<file path="src/hcp_params.svh">
// Constants for the host CPU port pin logic
`ifndef HCP_PARAMS_SVH
`define HCP_PARAMS_SVH
`define HCP_ADDR_W        8
`define HCP_DATA_W        8
`define HCP_STYLE_SEPARATE 1'b0
`define HCP_STYLE_DSTROBE  1'b1
`define HCP_DATA_RST      8'h00
`define HCP_ACK_LAT_NS    16
`define HCP_CLK_NS        8
`define HCP_ACK_CYC       ((`HCP_ACK_LAT_NS + `HCP_CLK_NS - 1) / `HCP_CLK_NS)
`endif

</file>
<file path="src/hcp_pkg.sv">
// Types for the host CPU port pin logic
package hcp_pkg;
  typedef enum logic [3:0] {
    HCP_IDLE = 4'b0001,
    HCP_WAIT = 4'b0010,
    HCP_DONE = 4'b0100,
    HCP_HOLD = 4'b1000
  } hcp_state_t;
endpackage : hcp_pkg

</file>
<file path="src/hcp_port.sv">
// Parallel host CPU port: strobe decode, data bus drive, acknowledge, interrupt
// Behaviour
// Strap low separate strobes, high data strobe
// Mux strap high selects multiplexed address/data
// Lowest address pin is bit 0 or latch
// Host holds upper seven address bits stable
// Eight-bit data bus, released after reset
// Strobes ignored while chip select high
// Shared strobe: write enable or data strobe
// Direction pin: read enable or read/write
// Interrupt polarity follows bus style, idle reset
// Acknowledge marks completion, polarity by style
// Drive data only while selected and reading
`include "hcp_params.svh"
`timescale 1ns/1ps
`default_nettype none
module hcp_port
  import hcp_pkg::*;
(
  input  wire logic       clk_sys,
  input  wire logic       rst,
  input  wire logic       style_strap,
  input  wire logic       mux_strap,
  input  wire logic [7:1] addr_hi,
  input  wire logic       addr0_ale,
  input  wire logic [7:0] data_in,
  output logic      [7:0] data_out,
  output logic            data_oe,
  input  wire logic       sel_n,
  input  wire logic       write_or_data_strobe_n,
  input  wire logic       read_or_dir,
  output logic            irq_pin,
  output logic            ack_pin,
  output logic            ack_oe,
  input  wire logic       irq_req,
  output logic            reg_wr,
  output logic            reg_rd,
  output logic      [7:0] reg_addr,
  output logic      [7:0] reg_wdata,
  input  wire logic [7:0] reg_rdata
);

  logic       style_r;
  logic       mux_r;
  logic [7:0] mux_addr_r;
  logic       ale_q_r;
  hcp_state_t state_r;
  hcp_state_t state_nxt;
  logic [1:0] cnt_r;
  logic       is_rd_r;
  logic [7:0] rdata_r;
  logic       irq_r;

  // Decoded host request as (active, read)
  function automatic logic [1:0] decode(input logic sty, input logic ws_n, input logic rd);
    logic [1:0] res;
    res = 2'b00;
    if (sty == `HCP_STYLE_SEPARATE) begin
      if (!ws_n) res = 2'b10;
      else if (!rd) res = 2'b11;
    end else begin
      if (!ws_n) res = {1'b1, rd};
    end
    return res;
  endfunction : decode

  logic [1:0] req;
  logic       active;
  logic       rd_req;
  assign req    = decode(style_r, write_or_data_strobe_n, read_or_dir);
  assign active = !sel_n && req[1];
  assign rd_req = req[0];

  // Straps caught on every clock while reset is high, held after release
  always_ff @(posedge clk_sys) begin
    if (rst) begin
      style_r <= style_strap;
      mux_r   <= mux_strap;
    end
  end

  // Address latch on ale falling edge in multiplexed mode
  always_ff @(posedge clk_sys) begin
    if (rst) begin
      ale_q_r    <= 1'b0;
      mux_addr_r <= 8'h00;
    end else begin
      ale_q_r <= addr0_ale;
      if (ale_q_r && !addr0_ale) mux_addr_r <= data_in;
    end
  end

  always_comb begin
    if (mux_r) reg_addr = mux_addr_r;
    else reg_addr = {addr_hi, addr0_ale};
  end

  always_comb begin
    state_nxt = state_r;
    unique case (state_r)
      HCP_IDLE: if (active) state_nxt = HCP_WAIT;
      HCP_WAIT: if (!active) state_nxt = HCP_IDLE;
                else if (cnt_r == 2'(`HCP_ACK_CYC - 1)) state_nxt = HCP_DONE;
      HCP_DONE: state_nxt = HCP_HOLD;
      HCP_HOLD: if (!active) state_nxt = HCP_IDLE;
      default:  state_nxt = HCP_IDLE;
    endcase
  end

  always_ff @(posedge clk_sys) begin
    if (rst) state_r <= HCP_IDLE;
    else state_r <= state_nxt;
  end

  always_ff @(posedge clk_sys) begin
    if (rst) cnt_r <= 2'd0;
    else if (state_r == HCP_WAIT) cnt_r <= cnt_r + 2'd1;
    else cnt_r <= 2'd0;
  end

  // At most one access pulse per strobe, at the end of the wait
  assign reg_wr    = (state_r == HCP_DONE) && !is_rd_r;
  assign reg_rd    = (state_r == HCP_DONE) && is_rd_r;
  assign reg_wdata = data_in;

  always_ff @(posedge clk_sys) begin
    if (rst) is_rd_r <= 1'b0;
    else if (state_r == HCP_IDLE && active) is_rd_r <= rd_req;
  end

  always_ff @(posedge clk_sys) begin
    if (rst) rdata_r <= `HCP_DATA_RST;
    else if (reg_rd) rdata_r <= reg_rdata;
  end

  assign data_out = rdata_r;
  // Released whenever strobes drop so no bus fight at turnaround
  assign data_oe  = active && is_rd_r && (state_r == HCP_HOLD);

  // Ack driven only during a selected access; high-z otherwise
  assign ack_oe  = active && (state_r != HCP_IDLE);
  assign ack_pin = (state_r == HCP_HOLD) ^ style_r;

  always_ff @(posedge clk_sys) begin
    if (rst) irq_r <= 1'b0;
    else irq_r <= irq_req;
  end

  assign irq_pin = irq_r ^ style_r;

  // Assertions
  a_sel_blocks: assert property (@(posedge clk_sys) disable iff (rst)
    sel_n |-> !data_oe && !ack_oe) else $error("Port active while deselected");
  a_data_read: assert property (@(posedge clk_sys) disable iff (rst)
    data_oe |-> !sel_n && is_rd_r) else $error("Data driven outside read");
  a_data_reset: assert property (@(posedge clk_sys)
    $fell(rst) |-> !data_oe) else $error("Data bus driven after reset");
  a_irq_idle: assert property (@(posedge clk_sys) disable iff (rst)
    !irq_r |-> irq_pin == style_r) else $error("Interrupt idle level wrong");
  a_irq_follow: assert property (@(posedge clk_sys) disable iff (rst)
    irq_req ##1 !rst |-> irq_pin == !style_r) else $error("Interrupt not asserted");
  a_ack_level: assert property (@(posedge clk_sys) disable iff (rst)
    state_r == HCP_HOLD |-> ack_pin == !style_r) else $error("Ack level wrong");
  a_ack_bound: assert property (@(posedge clk_sys) disable iff (rst)
    (state_r == HCP_IDLE && active) ##1 active[*3] |=> state_r == HCP_HOLD)
    else $error("Ack late");
  a_wr_decode: assert property (@(posedge clk_sys) disable iff (rst)
    reg_wr |-> $past(active, 1) && !is_rd_r) else $error("Write without strobe");
  a_mux_addr: assert property (@(posedge clk_sys) disable iff (rst)
    !mux_r |-> reg_addr[0] == addr0_ale) else $error("Address bit 0 wrong");
  a_dir_sep: assert property (@(posedge clk_sys) disable iff (rst)
    (state_r == HCP_IDLE && active && !style_r && write_or_data_strobe_n) |=> is_rd_r)
    else $error("Read enable not decoded");

  // Data strobe style: direction taken from the pin at the take edge
  a_ds_dir: assert property (@(posedge clk_sys) disable iff (rst)
    (state_r == HCP_IDLE && active && style_r) |=> is_rd_r == $past(read_or_dir))
    else $error("Direction not captured");

  a_rd_decode: assert property (@(posedge clk_sys) disable iff (rst)
    reg_rd |-> $past(active, 1) && is_rd_r) else $error("Read without strobe");

  // At most one register access per strobe
  a_rd_single: assert property (@(posedge clk_sys) disable iff (rst)
    (reg_rd || reg_wr) |=> !reg_rd && !reg_wr) else $error("Access repeated");

  // Strobe dropped inside the wait: no access at all
  a_wait_abort: assert property (@(posedge clk_sys) disable iff (rst)
    (state_r == HCP_WAIT && !active) |=> state_r == HCP_IDLE && !reg_wr && !reg_rd)
    else $error("Aborted access ran");

  a_ack_release: assert property (@(posedge clk_sys) disable iff (rst)
    !active |-> !ack_oe && !data_oe) else $error("Port held after strobe");

  a_ack_wait_lvl: assert property (@(posedge clk_sys) disable iff (rst)
    (ack_oe && state_r != HCP_HOLD) |-> ack_pin == style_r)
    else $error("Ack active too early");

  a_ack_hold: assert property (@(posedge clk_sys) disable iff (rst)
    (state_r == HCP_HOLD && active) |-> ack_oe && ack_pin == !style_r)
    else $error("Ack not driven in hold");

  // Read data register loads on the access pulse
  a_rd_data: assert property (@(posedge clk_sys) disable iff (rst)
    reg_rd |=> data_out == $past(reg_rdata)) else $error("Read data not captured");

  a_mux_latch: assert property (@(posedge clk_sys) disable iff (rst)
    (mux_r && ale_q_r && !addr0_ale) |=> reg_addr == $past(data_in))
    else $error("Muxed address not latched");

  a_ack_reset: assert property (@(posedge clk_sys)
    $fell(rst) |-> !ack_oe) else $error("Ack driven after reset");

  a_irq_reset: assert property (@(posedge clk_sys)
    $fell(rst) |-> irq_pin == style_r) else $error("Interrupt active after reset");

  c_read: cover property (@(posedge clk_sys) disable iff (rst) reg_rd ##1 data_oe);
  c_write: cover property (@(posedge clk_sys) disable iff (rst) reg_wr);
  c_abort: cover property (@(posedge clk_sys) disable iff (rst)
    state_r == HCP_WAIT ##1 state_r == HCP_IDLE);
  c_latch: cover property (@(posedge clk_sys) disable iff (rst) mux_r && $fell(addr0_ale));
  c_ds_read: cover property (@(posedge clk_sys) disable iff (rst) style_r && reg_rd);

endmodule : hcp_port
`default_nettype wire
</file>
<file path="config.mk">
export PLATFORM = sky130hd
export DESIGN_NAME = hcp_port
export DESIGN_NICKNAME = d
export VERILOG_FILES = /design/src/hcp_pkg.sv /design/src/hcp_port.sv
export VERILOG_INCLUDE_DIRS = /design/src /design/src/src
export SDC_FILE = /design/constraint.sdc
export NUM_CORES = 1
export LEC_CHECK = 0
export BUFFER_PORTS_ARGS = -buffer_cell sky130_fd_sc_hd__buf_2
export CAP_MARGIN = 20
export CORE_ASPECT_RATIO = 1.1
export CORE_MARGIN = 2
export CORE_UTILIZATION = 45
export CTS_CLUSTER_SIZE = 20
export DETAILED_ROUTE_END_ITERATION = 10
export PLACE_DENSITY_LB_ADDON = 0.25
export SLEW_MARGIN = 20
export SYNTH_ARGS = -nofsm -noshare
export SYNTH_HDL_FRONTEND = slang
export SYNTH_SLANG_ARGS = --single-unit
</file>
<file path="constraint.sdc">
create_clock -name clk_sys -period 1.6 [get_ports clk_sys]
set_clock_uncertainty 0.15 [all_clocks]
set_input_delay 0.16 -clock clk_sys [delete_from_list [all_inputs] [get_ports clk_sys]]
set_output_delay 0.16 -clock clk_sys [all_outputs]
set_load 0.05 [all_outputs]
</file>
==> impl_metrics.tcl, run 1 <==
set metrics [dict create \
    outcome "finished with violations" \
    violations "negative setup slack" \
    ys.flop_type "dfxtp_1" \
    design_area_um2 1980 \
    cts_sinks 27 \
    seq_area_frac_synth_pct 44.9 \
    die-area_um2 3210 \
    layout-drive-gt1-share_pct 51.7 \
    powerDensity_nw_per_um2 710 \
    end_kind "output port" \
    critPathLaunch "style_r" \
    io_buffer_count 61 \
    drc 0 \
    antenna_found_initial 0 \
    crit_arrival_ns 1.48 \
    power_mw 1.41 \
    yosysTopAreaCellShare_pct 40.1 \
    ys_seq_elements 27 \
    min-delay-path-class "in -> reg" \
    max_slew_margin_pct 81.9 \
    syn_inst 117 \
    grt_pass1_wl_mm 4.66 \
    power_leakage_nw 0.960 \
    root_buffer "clkbuf_4" \
    worstPathRequired_ns 1.29 \
    yosysMostFrequentCell "dfxtp_1" \
    numCtsBuffers 3 \
    reg2reg_from "style_r" \
    synth_edf_count 2 \
    grt_max_degree 16 \
    rsz0062_at_grt "yes" \
    syn_to_final_growth_pct 58.8 \
    synth-async-reset-ratio_pct 0 \
    fin_crit_ns 1.79 \
    syn_avg_cell_area_um2 10.7 \
    grt_overflow 0 \
    maxCapViolations 0 \
    routed_wirelength_mm 3.11 \
    wl_per_cell_um 13.2 \
    dr.pass1.iters 3 \
    yosysWarnings 0 \
    start_kind "flip-flop" \
    whs_path_depth 2 \
    clk_pin_slew_worst_paths_ns 0.14 \
    grt_pass1_vias 1160 \
    post_dp_cell_area_um2 1550 \
    grt_use_total_pct 19.8 \
    final_net_count 237 \
    tightest_slew_ns 0.271 \
    initial_core_util_pct 46.2 \
    clock_path_buffers 2 \
    fmax_mhz 557 \
    hold_slack_ns 0.0202 \
    r2r_cells 6 \
    syn_area_um2 1250 \
    fin_crit_sh_pct 112 \
    synth_area_leader_cell "dfxtp_1" \
    fill_cells 185 \
    place.gp.congestion 0.741 \
    slew_viol_final 0 \
    cts_tree "yes" \
    setup_viol 12 \
    worst-path-max-fanout 3 \
    synth.distinct_cells 34 \
    drtIter0Drc 14 \
    synth_area_leaders "dfxtp_1, mux2i_1, mux2_2, nor2_1, buf_4" \
    core_area_um2 2700 \
    ant_nets 0 \
    n_antenna_cell 0 \
    pre_cts_ws_ns 0.0594 \
    htreeDepth 1 \
    via_per_inst 4.91 \
    die_x_um 54.2 \
    insertion_delay_ns 0.32 \
    timing.final.ws_setup_ns -0.194 \
    max-vdd-ir-drop_mv 0.508 \
    synth_nets 150 \
    via_count 1159 \
    die-height_um 59.3 \
    pin_count 62 \
    hold_start "rst" \
    synth_common_cells "dfxtp_1, nor2_1, mux2i_1" \
    rows 20 \
    critPathKind "reg -> out" \
    place_hpwl_mm 1.99 \
    final-hold-violation-count 0 \
]
==> cells in the final DEF (no fill, tap or decap), drive strengths merged <==
master       count
a2111oi          1
a211o            1
a21oi            1
and2             1
and2b            1
and4             1
buf             73
clkbuf           4
dfxtp           25
dlygate4sd3     22
edfxtp           2
ha               1
inv              2
mux2             8
mux2i           16
nand2            2
nand2b           2
nand3            1
nor2            21
nor2b            5
nor3             3
nor4b            1
o21a             2
o21ai            1
o21ba            1
o31a             1
or3              1
or4              1
xor2             2
==> timing repair <==
| item | in CTS | in global routing |
|---|---|---|
| pin swaps | 2 | 4 |
| endpoints found under the hold margin | 21 | 0 |
| setup buffers | 4 | 5 |
| endpoints found under the setup margin | 14 | 14 |
| gates resized for setup | 33 | 10 |
| hold buffers | 22 | 0 |
==> per-stage QoR <==
stage / TNS [ns] / util [%] / std cells
6_report: -1.04 / 73.4 / 236
5_1_grt: -1.90 / 73.4 / 236
3_3_place_gp: 0 / 57.5 / 203
2_1_floorplan: -0.0170 / - / 117
4_1_cts: -0.961 / 71.0 / 232
3_5_place_dp: 0 / 57.5 / 203
==> flip-flops by register name, indices dropped and copies added (netlist names) <==
signal      count
style_r         1
state_r         4
ale_q_r         1
mux_r           1
irq_r           1
data_out        8
is_rd_r         1
cnt_r           2
mux_addr_r      8
==> report_power, final <==
part | switching (mW) | internal, mW
clock | 0.195 | 0.0977
combinational | 0.217 | 0.185
sequential | 0.0156 | 0.699
total | 0.428 | 0.981
==> path summary, 6_finish.rpt <==
check / endpoint / slack (ns)
min reg2reg: cnt_r[0] / 0.28
max: data_oe / -0.19
min: data_out[7] / 0.02
max reg2reg: state_r[0] / 0.06
==> critical path, stage by stage (launching register included) <==
cell      delay, ns
edfxtp_1       0.42
o21ai_2        0.16
nor2b_4        0.19
and4_4         0.24
buf_8          0.14
==> final cells by class <==
cell class,instances,area [µm²],share of cell area (%)
Multi-Input combinational cell,75,629,31.7
Clock buffer,4,26.3,1.32
Timing Repair Buffer,95,711,35.8
Tap cell,33,41.3,2.08
Inverter,2,7.51,0.379
Sequential cell,27,568,28.6
==> logic make-up after synthesis <==
family	share of synthesized area (%)
compound gates	6.71
xor+xnor	1.40
fa+ha+maj	1.00
buf+inv	7.72
flops	44.9
mux	20.0
simple gates	18.2
==> metal layers <==
layer	up-vias	track usage, %	part of all wire [%]
met3	10	3.79	5.0
met4	0	10.4	3.0
met2	40	39.1	55
li1	566	-	-
met1	543	17.8	37
met5	-	0	0
Power figures use the tool's default switching activity.
==> inputs of run 2 (changes only) <==
BUFFER_PORTS_ARGS = -buffer_cell sky130_fd_sc_hd__clkbuf_2   (was -buffer_cell sky130_fd_sc_hd__buf_2)
CELL_PAD_IN_SITES_DETAIL_PLACEMENT = 2   (was not set)
CELL_PAD_IN_SITES_GLOBAL_PLACEMENT = 2   (was not set)
CORE_UTILIZATION = 26   (was 45)
GPL_TIMING_DRIVEN = 0   (was not set)
==> run 2 against run 1 <==
The run ends with negative hold slack, negative setup slack left. Maximum frequency is 0.86% higher. Largest power group unchanged. Register-to-register slack about the same. Critical path type unchanged. Global-route usage shrank 4.7 points. Utilization fell by 27 points.
==> impl_metrics.tcl, run 2 (synthesis results as in run 1) <==
set metrics [dict create \
    outcome "finished with violations" \
    violations "negative hold slack, negative setup slack" \
    die-area_um2 5370 \
    final_net_count 239 \
    hold_slack_ns -0.00847 \
    setup_viol 11 \
    layout_common_cells "clkbuf_2, dfxtp_1, nor2_1" \
    die_x_um 70.1 \
    end_kind "output port" \
    place.gp.congestion 0.784 \
    drtIter0Drc 16 \
    fill_cells 499 \
    critical-path-top-delay-family "flip-flops" \
    path_cells "o21ai_2, nor2b_4, and4_4, clkbuf_16" \
    slew_viol_final 0 \
    multi_input_area_um2 672 \
    timing.final.ws_setup_ns -0.179 \
    ant_nets 0 \
    htreeDepth 1 \
    critPathKind "reg -> out" \
    grt_pass1_vias 1323 \
    min-delay-path-class "in -> reg" \
    busiest_layer "met2" \
    rows 26 \
    clock_path_buffers 2 \
    grt_max_degree 16 \
    critPathMaxStageDelay_ns 0.44 \
    power_leakage_nw 1.03 \
    cts_tree "yes" \
    layout-drive-gt1-share_pct 56.1 \
    initial_core_util_pct 27.0 \
    place_hpwl_mm 2.66 \
    die-height_um 76.7 \
    final-hold-violation-count 2 \
    powerDensity_nw_per_um2 730 \
    drc 0 \
    io_buffer_count 61 \
    slowest_stage "edfxtp_1" \
    start_kind "flip-flop" \
    pin_count 62 \
    n_antenna_cell 0 \
    fmax_mhz 562 \
    power_mw 1.55 \
    seqCellArea_um2 571 \
    cts_sinks 27 \
    grt_pass1_wl_mm 6.48 \
    routed_wirelength_mm 3.97 \
    worstPathRequired_ns 1.29 \
    antenna_found_initial 0 \
    max_slew_margin_pct 67.7 \
    grt_use_total_pct 15.0 \
    grt_use_met2_pct 30.0 \
    grt_use_met3_pct 2.23 \
    via_count 1167 \
    worst-path-max-fanout 3 \
    core_area_um2 4620 \
    max-vdd-ir-drop_mv 0.332 \
    crit_arrival_ns 1.47 \
    rsz0062_at_grt "yes" \
    numCtsBuffers 3 \
    dr.pass1.iters 2 \
    grt_overflow 0 \
    maxCapViolations 0 \
    root_buffer "clkbuf_8" \
    gr-usage-met1_pct 16.3 \
    setup-tns-final_ns -0.444 \
    fin_crit_sh_pct 111 \
    clk_pin_slew_worst_paths_ns 0.10 \
    tightest_slew_ns 0.485 \
    postLayoutCoreUtil_pct 46.1 \
    via_per_inst 4.47 \
    layout_commonest_cell "clkbuf_2" \
    wl_per_cell_um 15.2 \
    syn_to_final_growth_pct 70.4 \
    worstPathBufferInverterCount 1 \
    insertion_delay_ns 0.27 \
    fin_crit_ns 1.78 \
]
-- run 2: changes by cell type in the layout (fill, tap and decap cells not counted), sizes merged --
| cell | delta |
|---|---|
| clkinv | +1 |
| clkbuf | +52 |
| dlygate4sd3 | -7 |
| buf | -44 |
-- run 2: metrics by stage --
step           std cells  setup WS (ns)  cell area [µm²]
6_report             261         -0.179             2130
5_1_grt              261         -0.255             2130
4_1_cts              259         -0.162             2080
3_5_place_dp         234         -0.162             1630
3_3_place_gp         234         -0.110             1630
2_1_floorplan        117        -0.0170             1260
-- run 2: per-layer routing --
layer	part of all wire (%)	vias to the layer above	wire length [µm]
met1	37	564	1460
met5	0	-	0
met3	3.4	4	137
met2	59	36	2350
li1	-	563	-
met4	0.86	0	34
-- run 2: worst min-delay path, stage by stage --
cell      delay, ns
clkbuf_2       0.09
mux2i_1        0.06
nor2_1         0.07
-- run 2: final timing paths --
| check | startpoint | to | slack, ns | cells after the start |
|---|---|---|---|---|
| worst min register to register | cnt_r[0] | cnt_r[0] | 0.29 | 1 |
| worst min-delay path | data_in[4] | mux_addr_r[4] | -0.008 | 3 |
| worst max register to register | style_r | state_r[0] | 0.06 | 6 |
| worst max-delay path | style_r | data_oe | -0.18 | 4 |
-- run 2: timing repair --
action / CTS / global route
endpoints found under the setup margin: 14 / 16
pin swaps: 3 / 4
setup buffers: 6 / 3
hold buffers: 15 / 0
endpoints found under the hold margin: 15 / 0
gates resized for setup: 50 / 21
-- run 2: layout make-up --
cell class	count	share of cell area, %
flip-flops and latches	27	26.8
well taps	56	3.29
plain buffers	12	4.06
repair buffers	85	31.7
multi-input cells	75	31.6
clock buffers	3	1.94
clock inverters	1	0.235
inverters	2	0.353
-- run 2: report_power, final --
group          leakage, nW  switching, mW  internal (mW)
Sequential           0.224         0.0167          0.696
Clock               0.0255          0.223          0.175
Combinational        0.781          0.232          0.211
==> inputs of run 3 (changes only) <==
MAX_ROUTING_LAYER = met4   (was not set)
PLACE_DENSITY_LB_ADDON = 0.1   (was 0.25)
SLEW_MARGIN = not set   (was 20)
==> run 3 against run 2 <==
The run still ends with negative hold slack, negative setup slack left. Largest cell class unchanged. Critical path depth unchanged. Global-route usage up 0.58 points. Highest routed layer unchanged. Largest power group unchanged. Hold slack about the same. Clock power about the same. First-iteration DRC count grew 63%. Sequential power about the same. Maximum frequency fell by 0.47%. Utilization down 1.8 points. Worst setup slack got worse by 0.0085 ns. Sequential share of layout area increased by 1.1 points.
==> impl_metrics.tcl, run 3 (synthesis results as in run 1) <==
set metrics [dict create \
    cts_tree "yes" \
    fin_crit_ns 1.79 \
    grt_overflow 0 \
    wl_per_cell_um 15.1 \
    tightest_slew_ns 0.511 \
    rows 26 \
    maxCapViolations 0 \
    dr.pass1.iters 4 \
    worst-path-max-fanout 3 \
    reg2reg_from "style_r" \
    reg2reg_slack_ns 0.14 \
    powerDensity_nw_per_um2 750 \
    grt_pass1_vias 1277 \
    core_area_um2 4620 \
    violations "negative hold slack, negative setup slack" \
    worstPathRequired_ns 1.29 \
    initial_core_util_pct 27.0 \
    slowest_stage "edfxtp_1" \
    path_cells "o21ai_2, nor2b_4, and4_4, clkbuf_16" \
    insertion_delay_ns 0.28 \
    layout-drive-gt1-share_pct 54.5 \
    clk_pin_slew_worst_paths_ns 0.09 \
    layout_common_cells "clkbuf_2, dfxtp_1, nor2_1" \
    n_antenna_cell 0 \
    fmax_mhz 559 \
    grt_pass1_wl_mm 6.47 \
    ant_nets 0 \
    dp_cells 234 \
    hold_slack_ns -0.00891 \
    post_dp_cell_area_um2 1630 \
    root_buffer "clkbuf_8" \
    critical-path-top-delay-family "simple AND/OR/NAND/NOR gates" \
    die-height_um 76.7 \
    drc 0 \
    end_kind "output port" \
    max-vdd-ir-drop_mv 0.305 \
    via_per_inst 4.47 \
    cts_sinks 27 \
    place.gp.congestion 0.740 \
    setup_viol 11 \
    grt_max_degree 16 \
    slew_viol_final 0 \
    min-delay-path-class "in -> reg" \
    worstPathBufferInverterCount 1 \
    io_buffer_count 61 \
    via_count 1135 \
    crit_arrival_ns 1.48 \
    drtIter0Drc 26 \
    antenna_found_initial 0 \
    critPathMaxStageDelay_ns 0.42 \
    routed_wirelength_mm 3.84 \
    rsz0062_at_grt "yes" \
    grt_use_total_pct 15.6 \
    final_cells 254 \
    htreeDepth 1 \
    critPathLaunch "style_r" \
    die-area_um2 5370 \
    fill_cells 510 \
    die_x_um 70.1 \
    final-hold-violation-count 1 \
    clock_path_buffers 2 \
    timing.final.ws_setup_ns -0.188 \
    outcome "finished with violations" \
    place_hpwl_mm 2.81 \
    crit_end "data_oe" \
    power_leakage_nw 0.986 \
    final_net_count 232 \
    cp.depth 4 \
    r2r_cells 5 \
    start_kind "flip-flop" \
    layout_commonest_cell "clkbuf_2" \
    pin_count 62 \
    critPathKind "reg -> out" \
    numCtsBuffers 3 \
    rr_endpoint "state_r[0]" \
    max_slew_margin_pct 65.9 \
    design_area_um2 2040 \
    syn_to_final_growth_pct 63.7 \
    fin_crit_sh_pct 112 \
]
==> run 3: layout make-up <==
cell class	instances	area [µm²]	area share, %
Tap cell	56	70.1	3.43
Clock buffer	3	41.3	2.02
Timing Repair Buffer	78	611	29.9
Buffer	12	86.3	4.22
Inverter	2	7.51	0.367
Sequential cell	27	571	27.9
Clock inverter	1	5.00	0.245
Multi-Input combinational cell	75	653	31.9
==> run 3: worst min-delay path by stage <==
stage,start,end,slack (ns),cells after the start
floorplan,rst,irq_r,0.08,1
global route,data_in[6],mux_addr_r[6],0.02,3
finish,reg_rdata[2],data_out[2],-0.009,3
CTS,data_in[5],mux_addr_r[5],0.002,3
global placement,style_strap,style_r,0.19,1
detailed placement,style_strap,style_r,0.19,1
==> run 3: metrics by stage <==
| step | hold slack, ns | setup WS (ns) | total power [mW] | setup TNS [ns] | util [%] |
|---|---|---|---|---|---|
| global placement | 0.189 | -0.143 | 1.04 | -0.211 | 35.4 |
| finish | -0.00891 | -0.188 | 1.53 | -0.450 | 44.3 |
| floorplan | 0.0816 | -0.0170 | 0.950 | -0.0170 | - |
| detailed placement | 0.189 | -0.161 | 1.05 | -0.247 | 35.4 |
| CTS | 0.00185 | -0.179 | 1.53 | -0.608 | 43.3 |
| global route | 0.0152 | -0.276 | 1.62 | -1.05 | 44.3 |
==> run 3: metal layers <==
layer  share of wire, %  global-route usage, %  wire length, µm
met1                 40                   17.6             1530
met2                 55                   27.7             2120
met3                4.0                   2.76              153
met4                1.2                   5.19               46
met5                  0                      -                0
==> run 3: what timing repair did <==
item / in CTS / in global routing
resized for setup: 42 / 26
pin swaps: 1 / 2
hold buffers: 13 / 0
endpoints found under the setup margin: 14 / 18
buffers inserted: 4 / 0
hold endpoints to repair: 13 / 0
==> run 3: report_power, final <==
part           switching [mW]  leakage [nW]  internal [mW]  total [mW]
logic                   0.228         0.736          0.196       0.423
registers              0.0143         0.224          0.696       0.710
clock network           0.225        0.0255          0.175       0.400
==> run 3: worst min-delay path, stage by stage <==
cell	delay (ns)
clkbuf_2	0.08
mux2i_1	0.06
nor2_1	0.09
